$ cat src/hdl/rco_defs.svh
// register offsets, field positions, reset value and bus codes for the reference clock divider
`ifndef RCO_DEFS_SVH
`define RCO_DEFS_SVH

`define RCO_CTRL_OFFSET 8'h00
`define RCO_SLEEP_OFFSET 8'h04
`define RCO_STATUS_OFFSET 8'h08

`define RCO_BIT_EN 7
`define RCO_BIT_OE 6
`define RCO_BIT_SLR 5
`define RCO_DC_HI 4
`define RCO_DC_LO 3
`define RCO_DIV_HI 2
`define RCO_DIV_LO 0

`define RCO_CTRL_RESET 8'h30

`define RCO_HTRANS_NONSEQ 2'h2
`define RCO_HTRANS_SEQ 2'h3
`define RCO_HSIZE_WORD 3'h2

`endif

$ cat src/hdl/rco_pkg.sv
// types shared by the reference clock divider modules
package rco_pkg;

  typedef enum logic [1:0] {
    RCO_DC_0 = 2'h0,
    RCO_DC_25 = 2'h1,
    RCO_DC_50 = 2'h2,
    RCO_DC_75 = 2'h3
  } rco_duty_t;

  typedef enum logic [1:0] {
    RCO_ST_OFF = 2'h0,
    RCO_ST_RUN = 2'h1,
    RCO_ST_HOLD = 2'h3
  } rco_state_t;

  typedef logic [2:0] rco_div_t;

endpackage

$ cat src/hdl/rco_cfg_if.sv
// configuration bundle between the bus side and the divider core
`timescale 1ns/1ps
`default_nettype none

interface rco_cfg_if;
  import rco_pkg::*;
  logic run;
  logic hold;
  rco_div_t div_sel;
  rco_duty_t duty_sel;
  logic clk_out;
  logic [6:0] count;

  modport ctrl (output run, output hold, output div_sel, output duty_sel,
    input clk_out, input count);
  modport core (input run, input hold, input div_sel, input duty_sel,
    output clk_out, output count);
endinterface

`default_nettype wire

$ cat src/hdl/rco_top.sv
// reference clock output divider with an AHB-Lite register slave
//
// Contract
// [RULE1] the system clock is the only source; a divided copy drives the pin
// [RULE2] control bit 7 enables the block; clear disables it
// [RULE3] control bit 6 puts the divided clock on the pin
// [RULE4] control bits 2-0 pick one of eight division ratios
// [RULE5] divider code 111 divides the base clock by 128
// [RULE6] bits 4-3 set duty: 11 is 75%, 00 holds output low
// [RULE7] undivided clock keeps source duty; only 0% still forces low
// [RULE8] divide-by-two 25/75% accuracy depends on source waveform; here 25% holds the pin low and 75% gives 50%
// [RULE9] control bit 5 enables slew limiting on the pin
// [RULE10] any reset disables the block and restores the control defaults
// [RULE11] software programs divider, duty and slew before enabling output
// [RULE12] in sleep no edges are made and outputs hold their level; refclk_slew_limit still follows control bit 5 in sleep
// [RULE13] duty code 10 is 50%, 01 is 25%; 10 is the default
// [RULE14] codes 110..001 divide by 64,32,16,8,4,2; 000 passes undivided
//
// Local design decisions: register access over AHB-Lite and the register offsets.
`timescale 1ns/1ps
`default_nettype none

module rco_top
  import rco_pkg::*;
(
  input wire logic hclk,
  input wire logic hresetn,
  input wire logic hsel,
  input wire logic [7:0] haddr,
  input wire logic [1:0] htrans,
  input wire logic hwrite,
  input wire logic [2:0] hsize,
  input wire logic hready,
  input wire logic [31:0] hwdata,
  input wire logic sleep_req,
  output logic [31:0] hrdata,
  output logic hreadyout,
  output logic hresp,
  output logic refclk_output_pin,
  output logic refclk_pin_oe,
  output logic refclk_slew_limit
);

`include "rco_defs.svh"

  rco_cfg_if cfg ();

  logic [7:0] refclk_control_reg_r;
  logic [7:0] refclk_control_reg_nxt;
  logic sleep_r;
  logic sleep_nxt;
  logic wr_pend_r;
  logic [7:0] wr_addr_r;
  logic [31:0] hrdata_r;
  logic [31:0] hrdata_nxt;
  logic pin_r;
  logic oe_r;
  logic slr_r;
  logic base_r;
  logic base_nxt;
  rco_state_t state_r;
  rco_state_t state_nxt;

  wire refclk_module_enable = refclk_control_reg_r[`RCO_BIT_EN];
  wire refclk_pin_output_enable = refclk_control_reg_r[`RCO_BIT_OE];
  wire refclk_slew_limit_enable = refclk_control_reg_r[`RCO_BIT_SLR];
  wire [1:0] refclk_duty_select = refclk_control_reg_r[`RCO_DC_HI:`RCO_DC_LO];
  wire [2:0] refclk_divider_select = refclk_control_reg_r[`RCO_DIV_HI:`RCO_DIV_LO];

  // address-phase decode; NONSEQ and SEQ transfers are taken, hsize is not checked
  wire trans_ok = hsel && hready &&
    ((htrans == `RCO_HTRANS_NONSEQ) || (htrans == `RCO_HTRANS_SEQ));
  wire wr_take = trans_ok && hwrite;
  wire rd_take = trans_ok && !hwrite;

  wire wr_ctrl = wr_pend_r && (wr_addr_r == `RCO_CTRL_OFFSET);
  wire wr_sleep = wr_pend_r && (wr_addr_r == `RCO_SLEEP_OFFSET);

  assign refclk_control_reg_nxt = wr_ctrl ? hwdata[7:0] : refclk_control_reg_r;
  assign sleep_nxt = sleep_req | (wr_sleep ? hwdata[0] : sleep_r);

  // read data captured in the address phase; unmapped words read zero
  wire [31:0] rd_value =
    (haddr == `RCO_CTRL_OFFSET) ? {24'h000000, refclk_control_reg_r} :
    (haddr == `RCO_SLEEP_OFFSET) ? {31'h00000000, sleep_r} :
    (haddr == `RCO_STATUS_OFFSET) ?
      {16'h0000, 6'h00, state_r, 1'b0, cfg.count} :
    32'h00000000;
  assign hrdata_nxt = rd_take ? rd_value : hrdata_r;

  always_ff @(posedge hclk or negedge hresetn) begin
    if (!hresetn) begin
      wr_pend_r <= 1'b0;
      wr_addr_r <= 8'h00;
      hrdata_r <= 32'h00000000;
    end else begin
      wr_pend_r <= wr_take;
      wr_addr_r <= wr_take ? haddr : wr_addr_r;
      hrdata_r <= hrdata_nxt;
    end
  end

  // every reset restores defaults, which leave the block disabled
  always_ff @(posedge hclk or negedge hresetn) begin
    if (!hresetn) begin
      refclk_control_reg_r <= `RCO_CTRL_RESET; // [RULE10]
      sleep_r <= 1'b0;
    end else begin
      refclk_control_reg_r <= refclk_control_reg_nxt;
      sleep_r <= sleep_nxt;
    end
  end

  // gray path off -> run -> hold
  always_comb begin
    case (state_r)
      RCO_ST_OFF: state_nxt = refclk_module_enable ? RCO_ST_RUN : RCO_ST_OFF; // [RULE2]
      RCO_ST_RUN: state_nxt = !refclk_module_enable ? RCO_ST_OFF :
                              sleep_r ? RCO_ST_HOLD : RCO_ST_RUN;
      RCO_ST_HOLD: state_nxt = sleep_r ? RCO_ST_HOLD :
                               refclk_module_enable ? RCO_ST_RUN : RCO_ST_OFF; // [RULE12]
      default: state_nxt = RCO_ST_OFF;
    endcase
  end

  always_ff @(posedge hclk or negedge hresetn) begin
    if (!hresetn) begin
      state_r <= RCO_ST_OFF;
    end else begin
      state_r <= state_nxt;
    end
  end

  assign cfg.run = (state_r != RCO_ST_OFF);
  assign cfg.hold = (state_r == RCO_ST_HOLD);
  assign cfg.div_sel = refclk_divider_select;
  assign cfg.duty_sel = rco_duty_t'(refclk_duty_select);

  rco_divider_core u_core (
    .hclk(hclk),
    .hresetn(hresetn),
    .cfg(cfg)
  );

  // software should set divider, duty and slew before enabling [RULE11]
  // pin held low while the output enable is clear; level frozen in sleep
  wire pin_nxt = cfg.hold ? pin_r :
                 (refclk_pin_output_enable ? cfg.clk_out : 1'b0); // [RULE3]

  // undivided mode: the gate opens only while running, enabled and not at 0%
  assign base_nxt = !cfg.hold && (refclk_divider_select == 3'h0) && pin_nxt; // [RULE7]

  always_ff @(posedge hclk or negedge hresetn) begin
    if (!hresetn) begin
      pin_r <= 1'b0;
      oe_r <= 1'b0;
      slr_r <= 1'b1;
      base_r <= 1'b0;
    end else begin
      pin_r <= pin_nxt; // [RULE1]
      base_r <= base_nxt; // [RULE7]
      oe_r <= cfg.hold ? oe_r : refclk_pin_output_enable; // [RULE3]
      slr_r <= refclk_slew_limit_enable; // [RULE9]
    end
  end

  // a register cannot carry the undivided clock, so only that mode is gated;
  // the gate moves at a rising edge, so leaving the mode may clip one high phase
  assign refclk_output_pin = base_r ? hclk : pin_r; // [RULE7]
  assign refclk_pin_oe = oe_r;
  assign refclk_slew_limit = slr_r;
  assign hrdata = hrdata_r;
  assign hreadyout = 1'b1;
  assign hresp = 1'b0;

endmodule

`default_nettype wire

$ cat src/hdl/rco_divider_core.sv
// free counter and waveform shaper producing the divided reference clock
`timescale 1ns/1ps
`default_nettype none

module rco_divider_core
  import rco_pkg::*;
(
  input wire logic hclk,
  input wire logic hresetn,
  rco_cfg_if.core cfg
);

  logic [6:0] cnt_r;
  logic [6:0] cnt_nxt;
  logic wave_r;
  logic wave_nxt;
  logic [6:0] period_m1;
  logic [7:0] threshold;
  logic wave_div;

  // ratio 2^code; code 000 is the undivided base clock
  function automatic logic [6:0] rco_mask(input rco_div_t code);
    rco_mask = 7'(8'h7F >> (3'h7 - code));
  endfunction

  // high-time threshold in counts for a period of (mask + 1)
  function automatic logic [7:0] rco_high(input rco_div_t code, input rco_duty_t dc);
    logic [7:0] per;
    per = 8'({1'b0, rco_mask(code)}) + 8'h01;
    case (dc)
      RCO_DC_25: rco_high = per >> 2;
      RCO_DC_50: rco_high = per >> 1;
      RCO_DC_75: rco_high = (per >> 1) + (per >> 2);
      default: rco_high = 8'h00;
    endcase
  endfunction

  assign period_m1 = rco_mask(cfg.div_sel); // [RULE4] [RULE5] [RULE14]
  assign threshold = rco_high(cfg.div_sel, cfg.duty_sel); // [RULE6] [RULE13]
  // divide-by-2 quarters fall between source rising edges: 25% rounds to 0% (low) and 75% to 50% [RULE8]
  // undivided: the wave is only the gate that lets the system clock reach the pin
  assign wave_div = (cfg.div_sel == 3'h0) ? (cfg.duty_sel != RCO_DC_0) :
                    ({1'b0, cnt_r} < threshold);

  // frozen while sleeping, cleared when disabled [RULE12] [RULE2]
  assign cnt_nxt = !cfg.run ? 7'h00 :
                   cfg.hold ? cnt_r :
                   (cnt_r >= period_m1) ? 7'h00 : 7'(cnt_r + 7'h01);

  assign wave_nxt = !cfg.run ? 1'b0 :
                    cfg.hold ? wave_r :
                    wave_div;

  always_ff @(posedge hclk or negedge hresetn) begin
    if (!hresetn) begin
      cnt_r <= 7'h00;
      wave_r <= 1'b0;
    end else begin
      cnt_r <= cnt_nxt; // [RULE1]
      wave_r <= wave_nxt;
    end
  end

  // registered wave only; the clock itself is never sampled as data [RULE7]
  assign cfg.clk_out = wave_r;
  assign cfg.count = cnt_r;

endmodule

`default_nettype wire

$ cat config.mk
export PLATFORM = sky130hd
export DESIGN_NAME = rco_top
export DESIGN_NICKNAME = d
export VERILOG_FILES = /design/src/hdl/rco_pkg.sv /design/src/hdl/rco_cfg_if.sv /design/src/hdl/rco_top.sv /design/src/hdl/rco_divider_core.sv
export VERILOG_INCLUDE_DIRS = /design/src /design/src/hdl
export SDC_FILE = /design/constraint.sdc
export NUM_CORES = 1
export LEC_CHECK = 0
export CAP_MARGIN = 20
export CORE_MARGIN = 3
export CORE_UTILIZATION = 60
export CTS_CLUSTER_DIAMETER = 60
export DETAILED_ROUTE_END_ITERATION = 8
export DONT_BUFFER_PORTS = 1
export GPL_TIMING_DRIVEN = 1
export PLACE_DENSITY_LB_ADDON = 0.05
export REMOVE_ABC_BUFFERS = 1
export SLEW_MARGIN = 20
export SYNTH_ARGS = -nofsm -noshare
export SYNTH_HDL_FRONTEND = slang
export SYNTH_SLANG_ARGS = --single-unit
$ cat constraint.sdc
create_clock -name hclk -period 4.7 [get_ports hclk]
set_clock_uncertainty 0.15 [all_clocks]
set_input_delay 0.94 -clock hclk [delete_from_list [all_inputs] [get_ports hclk]]
set_output_delay 0.94 -clock hclk [all_outputs]
set_load 0.02 [all_outputs]
### After elaboration in Yosys (flattened, before gate mapping)

Cells that the tools add are included.

* register bits after elaboration: 64
* input bits: 51
* output and inout bits: 37

* add/subtract/negate cells: 4
* $lt $le $gt $ge: 2
* eq/ne operators: 11
* shift operators: 1
* multiplexer cells: 19
* bitwise gates (word level): 1
* reduce and logical (&&, ||, !) cells: 17

Operators with widths (count)
* 10-bit 2-to-1 mux: 3
* 8-bit case mux with 3 select lines: 1
* 7-bit 2-to-1 mux: 3
* 8-bit by 3-bit == test with 1-bit output (second input constant): 2
* 8-bit logical NOT: 2
* 2-bit == test (second input constant): 5
* 7-bit by 1-bit adder with 8-bit output (second input constant): 1
* 7-bit by 6-bit adder with 8-bit output: 1
* 8-bit by 4-bit == test with 1-bit output (second input constant): 1
* 1-bit logical AND: 8
* 7-bit by 8-bit less-than comparator with 1-bit output: 1
* 1-bit 2-to-1 mux: 8
* 7-bit by 1-bit adder with 7-bit output (second input constant): 1
* 7-bit >= comparator: 1
* 7-bit by 3-bit >> shifter with 7-bit output (first input constant): 1
* 2-bit 2-to-1 mux: 3
* 2-bit case mux with 3 select lines: 1
* 2-bit by 1-bit == test with 1-bit output (second input constant): 2
* 2-bit nonzero test: 2
* 3-bit logical NOT: 1
* 3-bit subtractor (first input constant): 1
* 1-bit logical NOT: 2
* 2-bit logical NOT: 1
* 2-bit != test (second input constant): 1
* other kinds (2): 2

### Depth between registers and ports, before layout

Gate-level depths: netlist of run 1.

* depth after elaboration: 9
* depth in mapped cells: 19
* depth with buffers taken out: 18

### Cells and area by module

A second synthesis of run 1 with hierarchy kept.

* cells, all modules: 304
* area, all modules: 2860.2 um2

Modules (own cells, without submodules)
* rco_top: times used 1, cells each 143, area each 1604.0 um2
* rco_divider_core: times used 1, cells each 161, area each 1256.2 um2

==> flow_summary_export.csv, run 1 <==
group,metric,value,unit
synth,ys_seq_area_share,38.0,%
worst_setup_path,arrival,2.89,ns
synth,synth_edf_count,0,
synth,yosysTopAreaCellShare,35.2,%
synth,ys_warn_count,0,
worst_setup_path,path_common_cell,"clkbuf_8",
cts,tritoncts,"built",
sta,setup_tns,0,ns
die,core,4410,um2
power,power_frac_seq,38.9,%
synth,syn_avg_cell_area,9.25,um2
sta,relSlewSlack,48.9,%
worst_setup_path,endpoint_kind,"output pin",
global_route,globalRoute.busiestLayer,"met2",
power,pwr-share-clk,23.6,%
cts,clk_pin_slew,0.08,ns
worst_setup_path,crit_chain,"clkbuf_8, clkbuf_8, mux2_2",
die,dieArea,5480,um2
die,pin_count,88,
synth,yosysTopAreaCell,"dfrtp_1",
final_layout,antennaDiodeCount,0,
worst_setup_path,slowest_delay,0.32,ns
worst_setup_path,crit_fanout,2,
global_route,grt_first_pass_wirelength,8800,um
cts,post-cts-setup-buffers,0,
place,gp_congestion,0.804,
place,portBuffers,0,
global_route,track_usage,21.4,%
global_route,grt_max_degree,43,
synth,synth_adder_area_share,9.92,%
final_layout,fin_area,2800,um2
synth,synth_area,2770,um2
final_layout,drive_above_1_share,9.36,%
final_layout,fill_cells,374,
global_route,antenna_found_initial,0,
die,die_x,74.0,um
synth,synth_top_family_by_area,"simple AND/OR/NAND/NOR gates",
power,internal_power,0.000800,W
synth,ys_top_cells_by_area,"dfrtp_1, ha_1, nand2_1",
worst_setup_path,start_kind,"clock port",
route,num_vias,2030,
final_layout,area_delta_synth_final,1.08,%
hold_path,hold_path.class,"in -> async",
power,swShare,38.5,%
place,hpwlAfterDp,4020,um
cts,ctsHoldBuffers,0,
worst_setup_path,criticalPathCategory,"clk -> out",
synth,synth_cell_type_count,52,
sta,hold_violations,0,
final_layout,nets,371,
synth,async_flop_share,100,%
synth,syn_inst,300,
route,first_iter_violations,106,
synth,yosys_most_used_dff,"dfrtp_1",
route,viasPerCell,5.78,
route,remaining_drc_errors,0,
status,status,"finished, final reports clean",
die,die_h,74.0,um
cts,clock_latency,0.40,ns
sta,maxSlewViolCount,0,
global_route,grt_pass1_vias,1891,
global_route,use_met1,28.3,%
global_route,grt.met3_usage,8.11,%
route,ant_nets,0,
route,routedWlPerCell,15.3,um
job,cap_violations,0,
sta,worst_slew_pin_slew,0.763,ns
synth,synthMuxAreaShare,4.74,%
place,placed_area,2660,um2
route,wl,5380,um
synth,synthSimpleGateAreaFrac,19.0,%
power,leakage,1.41,nW
power,pwr-share-comb,37.5,%
sta,setup_viol,0,
global_route,grt_util_met2,32.7,%
power,pwr_density_cell,464,nW/um2
synth,synth_compound_area_share,14.4,%
die,row_count,24,
cts,cts-resized-gates,0,
power,vdd.ir_drop.worst,0.337,mV
synth,synthXorXnorAreaFrac,2.53,%
worst_setup_path,worst_path_max_delay_cell,"mux2_2",
power,power.net_switching,0.000502,W
sta,rsz0062_at_grt,"false",
route,first_pass_iters,4,
synth,ys_ff_latch,42,
die,initial_utilization,62.8,%
global_route,overflow,0,
worst_setup_path,worst_ep_required_time,3.61,ns
## critical path, delay by kind of cell
family / cells / cell delay (ns)
buffers and inverters: 2 / 0.23
multiplexers: 1 / 0.32
## Yosys cell counts (all sizes together) (2+ instances only)
cell type and n:
mux2 9, nand2 59, a21o 5, inv 12
a22o 3, xor2 4, nand2b 4, nor2 14
a22oi 10, o211ai 4, clkbuf 8, nor3 4
nor2b 2, o31ai 2, dfrtp 39, nand3 7
o21ai 13, ha 22, mux2i 3, nor3b 5
or4 2, and3 2, dfstp 3, conb 2
buf 26, xnor2 4, a21oi 12, o21a 2
## cell families after synthesis
kind of cell / count (synthesis)
and+or+nand+nor: 107
AOI/OAI and AO/OA: 60
buffers and inverters: 47
DFF: 42
adders and majority gates: 22
muxes: 12
xor gates and xnor gates: 8
other: 2
## layout make-up
cell class,instances,area [um2],share of cell area [%]
clock buffer,9,124,4.42
tap,52,65.1,2.32
sequential,42,1050,37.6
clock inverter,2,12.5,0.446
inverter,13,48.8,1.74
multi-input combinational,233,1500,53.5
## worst paths after layout
kind                                              start                       to  slack, ns  cells after the start
worst min register to register  refclk_control_reg_r[5]        refclk_slew_limit       0.23                      0
worst max-delay path                               hclk        refclk_output_pin       0.72                      3
max in group asynchronous                       hresetn  refclk_control_reg_r[4]       4.14                      0
min in group hclk               refclk_control_reg_r[5]        refclk_slew_limit       0.23                      0
worst max register to register  refclk_control_reg_r[2]       u_core.cfg.clk_out       0.82                     17
worst min-delay path                            hresetn                hrdata[0]       0.07                      0
## state kept, by name (all words and copies together) (netlist names), 2 cells and up
signal                cells
state_r                   2
refclk_control_reg_r      8
wr_addr_r                 8
u_core.cfg.count          7
hrdata                   10
## metal layers
| layer | up-vias | share of wire [%] |
|---|---|---|
| met3 | 10 | 7.0 |
| met4 | 0 | 1.1 |
| li1 | 996 | - |
| met2 | 61 | 46 |
| met5 | - | 0 |
| met1 | 963 | 46 |
## power by group through the flow
stage	registers, W	clock network (W)	logic, W
finish	0.000507	0.000307	0.000488
global route	0.000518	0.000331	0.000555
CTS	0.000507	0.000311	0.000484
detailed placement	0.000514	0.00000242	0.000481
global placement	0.000510	0.00000242	0.000471
floorplan	0.000483	0.00000242	0.000400
## through the flow
step                total power [W]  util [%]  cells  hold slack (ns)  setup slack [ns]
floorplan                  0.000885         -    288            0.209             0.955
global placement           0.000984      60.3    340            0.215             0.931
detailed placement         0.000997      60.3    340            0.219             0.819
CTS                         0.00130      63.4    351           0.0706             0.712
global route                0.00140      63.5    351           0.0471             0.399
finish                      0.00130      63.5    351           0.0689             0.720
## cells in the final DEF, fill, tap and decap left out, types with 2 or more instances in the layout
| cell type | netlist | layout |
|---|---|---|
| nand2_1 | 59 | 59 |
| dfrtp_1 | 39 | 39 |
| conb_1 | 2 | 24 |
| ha_1 | 22 | 22 |
| nor2_1 | 14 | 14 |
| o21ai_0 | 12 | 12 |
| inv_1 | 12 | 12 |
| a21oi_1 | 12 | 12 |
| a22oi_1 | 10 | 10 |
| mux2_2 | 9 | 9 |
| clkbuf_8 | 3 | 9 |
| nand3_1 | 7 | 7 |
| a21o_1 | 5 | 5 |
| nand2b_1 | 4 | 4 |
| nor3b_1 | 4 | 4 |
| xnor2_1 | 4 | 4 |
| xor2_1 | 4 | 4 |
| o211ai_1 | 4 | 4 |
| mux2i_1 | 3 | 3 |
| nor3_1 | 3 | 3 |
| a22o_1 | 3 | 3 |
| dfstp_2 | 3 | 3 |
| nor2b_1 | 2 | 2 |
| o21a_1 | 2 | 2 |
| and3_1 | 2 | 2 |
No activity file was read; power rests on OpenSTA's default activity.
==> run 2, diff against run 1 <==
--- a/config.mk
+++ b/config.mk
@@ -6,6 +6,7 @@
 export SDC_FILE = /design/constraint.sdc
 export NUM_CORES = 1
 export LEC_CHECK = 0
+export ABC_AREA = 1
 export CAP_MARGIN = 20
 export CORE_MARGIN = 3
 export CORE_UTILIZATION = 60
==> constraint.sdc (replaced) <==
create_clock -name hclk -period 3.95 [get_ports hclk]
set_clock_uncertainty 0.15 [all_clocks]
set_input_delay 0.79 -clock hclk [delete_from_list [all_inputs] [get_ports hclk]]
set_output_delay 0.79 -clock hclk [all_outputs]
set_load 0.02 [all_outputs]
==> flow_summary_export.csv, run 2 <==
group,metric,value,unit
synth,synth_area,2800,um2
route,first_pass_iters,6,
die,pin_count,88,
worst_setup_path,arrival,3.74,ns
route,ant_nets,0,
sta,fmax,0.278,GHz
synth,synth_edf_count,0,
die,core,4440,um2
power,pwr-share-comb,47.5,%
route,viasPerCell,5.43,
final_layout,nets,424,
sta,setup_viol,0,
die,die_h,74.3,um
worst_setup_path,start_kind,"register",
final_layout,antennaDiodeCount,0,
synth,synth_most_common_cell,"nand2_1",
sta,min_period_over_period,91.2,%
sta,worst_slew_pin_slew,0.627,ns
cts,cts-resized-gates,0,
synth,syn_inst,346,
cts,tritoncts,"built",
worst_setup_path,criticalPathCategory,"reg -> reg",
route,first_iter_violations,128,
synth,synth_cell_type_count,37,
sta,maxSlewViolCount,0,
route,num_vias,2193,
power,pwr-share-clk,18.9,%
worst_setup_path,regToRegStartpoint,"refclk_control_reg_r[2]",
power,power.net_switching,0.000861,W
power,pwr_density_cell,669,nW/um2
synth,ys_seq_area_share,37.6,%
cts,clock_latency,0.39,ns
power,leakage,1.51,nW
final_layout,area_delta_synth_final,3.30,%
sta,relSlewSlack,57.8,%
global_route,antenna_found_initial,0,
final_layout,largest_register_ffs,10,
route,wl,5940,um
worst_setup_path,r2r_cells,25,
synth,yosysTopAreaCellShare,34.8,%
status,status,"finished, final reports clean",
global_route,grt_first_pass_wirelength,9630,um
sta,hold_violations,0,
sta,rsz0062_at_grt,"false",
synth,syn_avg_cell_area,8.10,um2
power,vdd.ir_drop.worst,0.349,mV
place,portBuffers,0,
die,initial_utilization,63.1,%
synth,ys_ff_latch,42,
global_route,grt_pass1_vias,2016,
power,internal_power,0.00107,W
worst_setup_path,endpoint_kind,"register",
synth,synthTopCellsByCount,"nand2_1, inv_1, dfrtp_1",
route,remaining_drc_errors,0,
route,routedWlPerCell,14.7,um
place,gp_congestion,0.885,
cts,clk_pin_slew,0.08,ns
die,dieArea,5530,um2
final_layout,utilization,65.1,%
power,swShare,44.5,%
synth,yosys_most_used_dff,"dfrtp_1",
power,power_frac_seq,33.5,%
final_layout,drive_above_1_share,8.52,%
synth,async_flop_share,100,%
global_route,track_usage,23.4,%
synth,ys_top_cells_by_area,"dfrtp_1, ha_1, nand2_1",
synth,yosysTopAreaCell,"dfrtp_1",
global_route,overflow,0,
worst_setup_path,crit_fanout,8,
die,row_count,24,
global_route,grt_max_degree,40,
final_layout,final_cell_mix,"nand2_1, inv_1, dfrtp_1",
place,hpwlAfterDp,4480,um
job,cap_violations,0,
worst_setup_path,reg2reg_setup_slack,0.35,ns
die,die_x,74.3,um
cts,ctsHoldBuffers,1,
sta,min_period,3.60,ns
cts,post-cts-setup-buffers,0,
hold_path,hold_path.class,"in -> async",
synth,ys_warn_count,0,
sta,setup_tns,0,ns
final_layout,layout_commonest_cell,"nand2_1",
worst_setup_path,reg2reg_to,"u_core.cfg.clk_out",
worst_setup_path,worst_ep_required_time,4.08,ns
==> run 2: cell types whose count changed in the layout (fill, tap and decap cells not counted), sizes merged, moves of 4 or more <==
cell | previous run | this run
a21oi | 12 | 22
nand2b | 4 | 0
inv | 12 | 52
nor2 | 14 | 30
a21o | 5 | 0
a22oi | 10 | 0
nor3b | 5 | 0
o21ai | 13 | 32
o221ai | 0 | 7
nand3 | 7 | 14
mux2 | 9 | 0
==> run 2: routing by layer <==
metal / track usage (%) / vias to the layer above / share of wire, %
met5: 0 / - / 0
met4: 5.93 / 0 / 0.62
met3: 7.57 / 6 / 6.1
met2: 34.8 / 58 / 47
met1: 33.2 / 1012 / 47
li1: - / 1117 / -
==> run 2: stage by stage <==
step / std cells / cell area, um2 / total power (W) / worst slack (ns) / hold slack (ns)
2_1_floorplan: 339 / 2670 / 0.00136 / 0.759 / 0.204
3_3_place_gp: 392 / 2740 / 0.00155 / 0.426 / 0.205
3_5_place_dp: 392 / 2740 / 0.00157 / 0.371 / 0.214
4_1_cts: 404 / 2900 / 0.00194 / 0.366 / 0.0745
5_1_grt: 404 / 2900 / 0.00214 / 0.0933 / 0.0603
6_report: 404 / 2900 / 0.00194 / 0.347 / 0.0818
==> run 2: worst max path at each step <==
stage | depth (start not counted) | to | startpoint
2_1_floorplan | 25 | u_core.cfg.clk_out | refclk_control_reg_r[2]
5_1_grt | 25 | u_core.cfg.clk_out | refclk_control_reg_r[2]
6_report | 25 | u_core.cfg.clk_out | refclk_control_reg_r[2]
3_3_place_gp | 25 | u_core.cfg.clk_out | refclk_control_reg_r[2]
4_1_cts | 25 | u_core.cfg.clk_out | refclk_control_reg_r[2]
3_5_place_dp | 25 | u_core.cfg.clk_out | refclk_control_reg_r[2]
==> run 2: cells by family after synthesis <==
kind of cell | after synthesis | synth area share [%]
AND/OR/NAND/NOR | 117 | 19.3
buffers and inverters | 81 | 14.6
AO/OA/AOI/OAI | 77 | 16.5
flip-flops | 42 | 37.6
adder cells (fa/ha/maj) | 22 | 9.82
XOR/XNOR | 5 | 1.83
other | 2 | 0.268
==> run 2: worst max-delay path, stage by stage (launching register included) <==
cell and delay [ns]:
dfrtp_1 0.52, a21oi_1 0.27, inv_1 0.08, ha_1 0.22, nand2_2 0.08, inv_2 0.04
nor2_2 0.11, nand2_4 0.08, xor2_2 0.15, ha_1 0.18, nand2_1 0.06, inv_1 0.10
o21bai_4 0.07, nor2_2 0.11, o21ai_1 0.08, nand2_1 0.06, nand2_1 0.06, a21oi_1 0.13
o21ai_0 0.12, ha_1 0.33, nand3_1 0.08, a22o_1 0.20, nand2_1 0.06, nand2_1 0.04
nand2_1 0.08, nand2_1 0.05
==> run 2: cell type report <==
type / count / area, um2
Fill cell: 390 / 1550
Multi-Input combinational cell: 245 / 1420
Sequential cell: 42 / 1050
Inverter: 52 / 195
Clock buffer: 10 / 128
Tap cell: 52 / 65.1
Timing Repair Buffer: 2 / 27.5
Clock inverter: 1 / 5.00
==> run 2: power by group through the flow <==
stage	logic, W	registers (W)	clock network, W
floorplan	0.000717	0.000636	0.00000787
global placement	0.000889	0.000651	0.00000787
detailed placement	0.000906	0.000655	0.00000787
CTS	0.000921	0.000648	0.000371
global route	0.00107	0.000665	0.000399
finish	0.000920	0.000649	0.000367
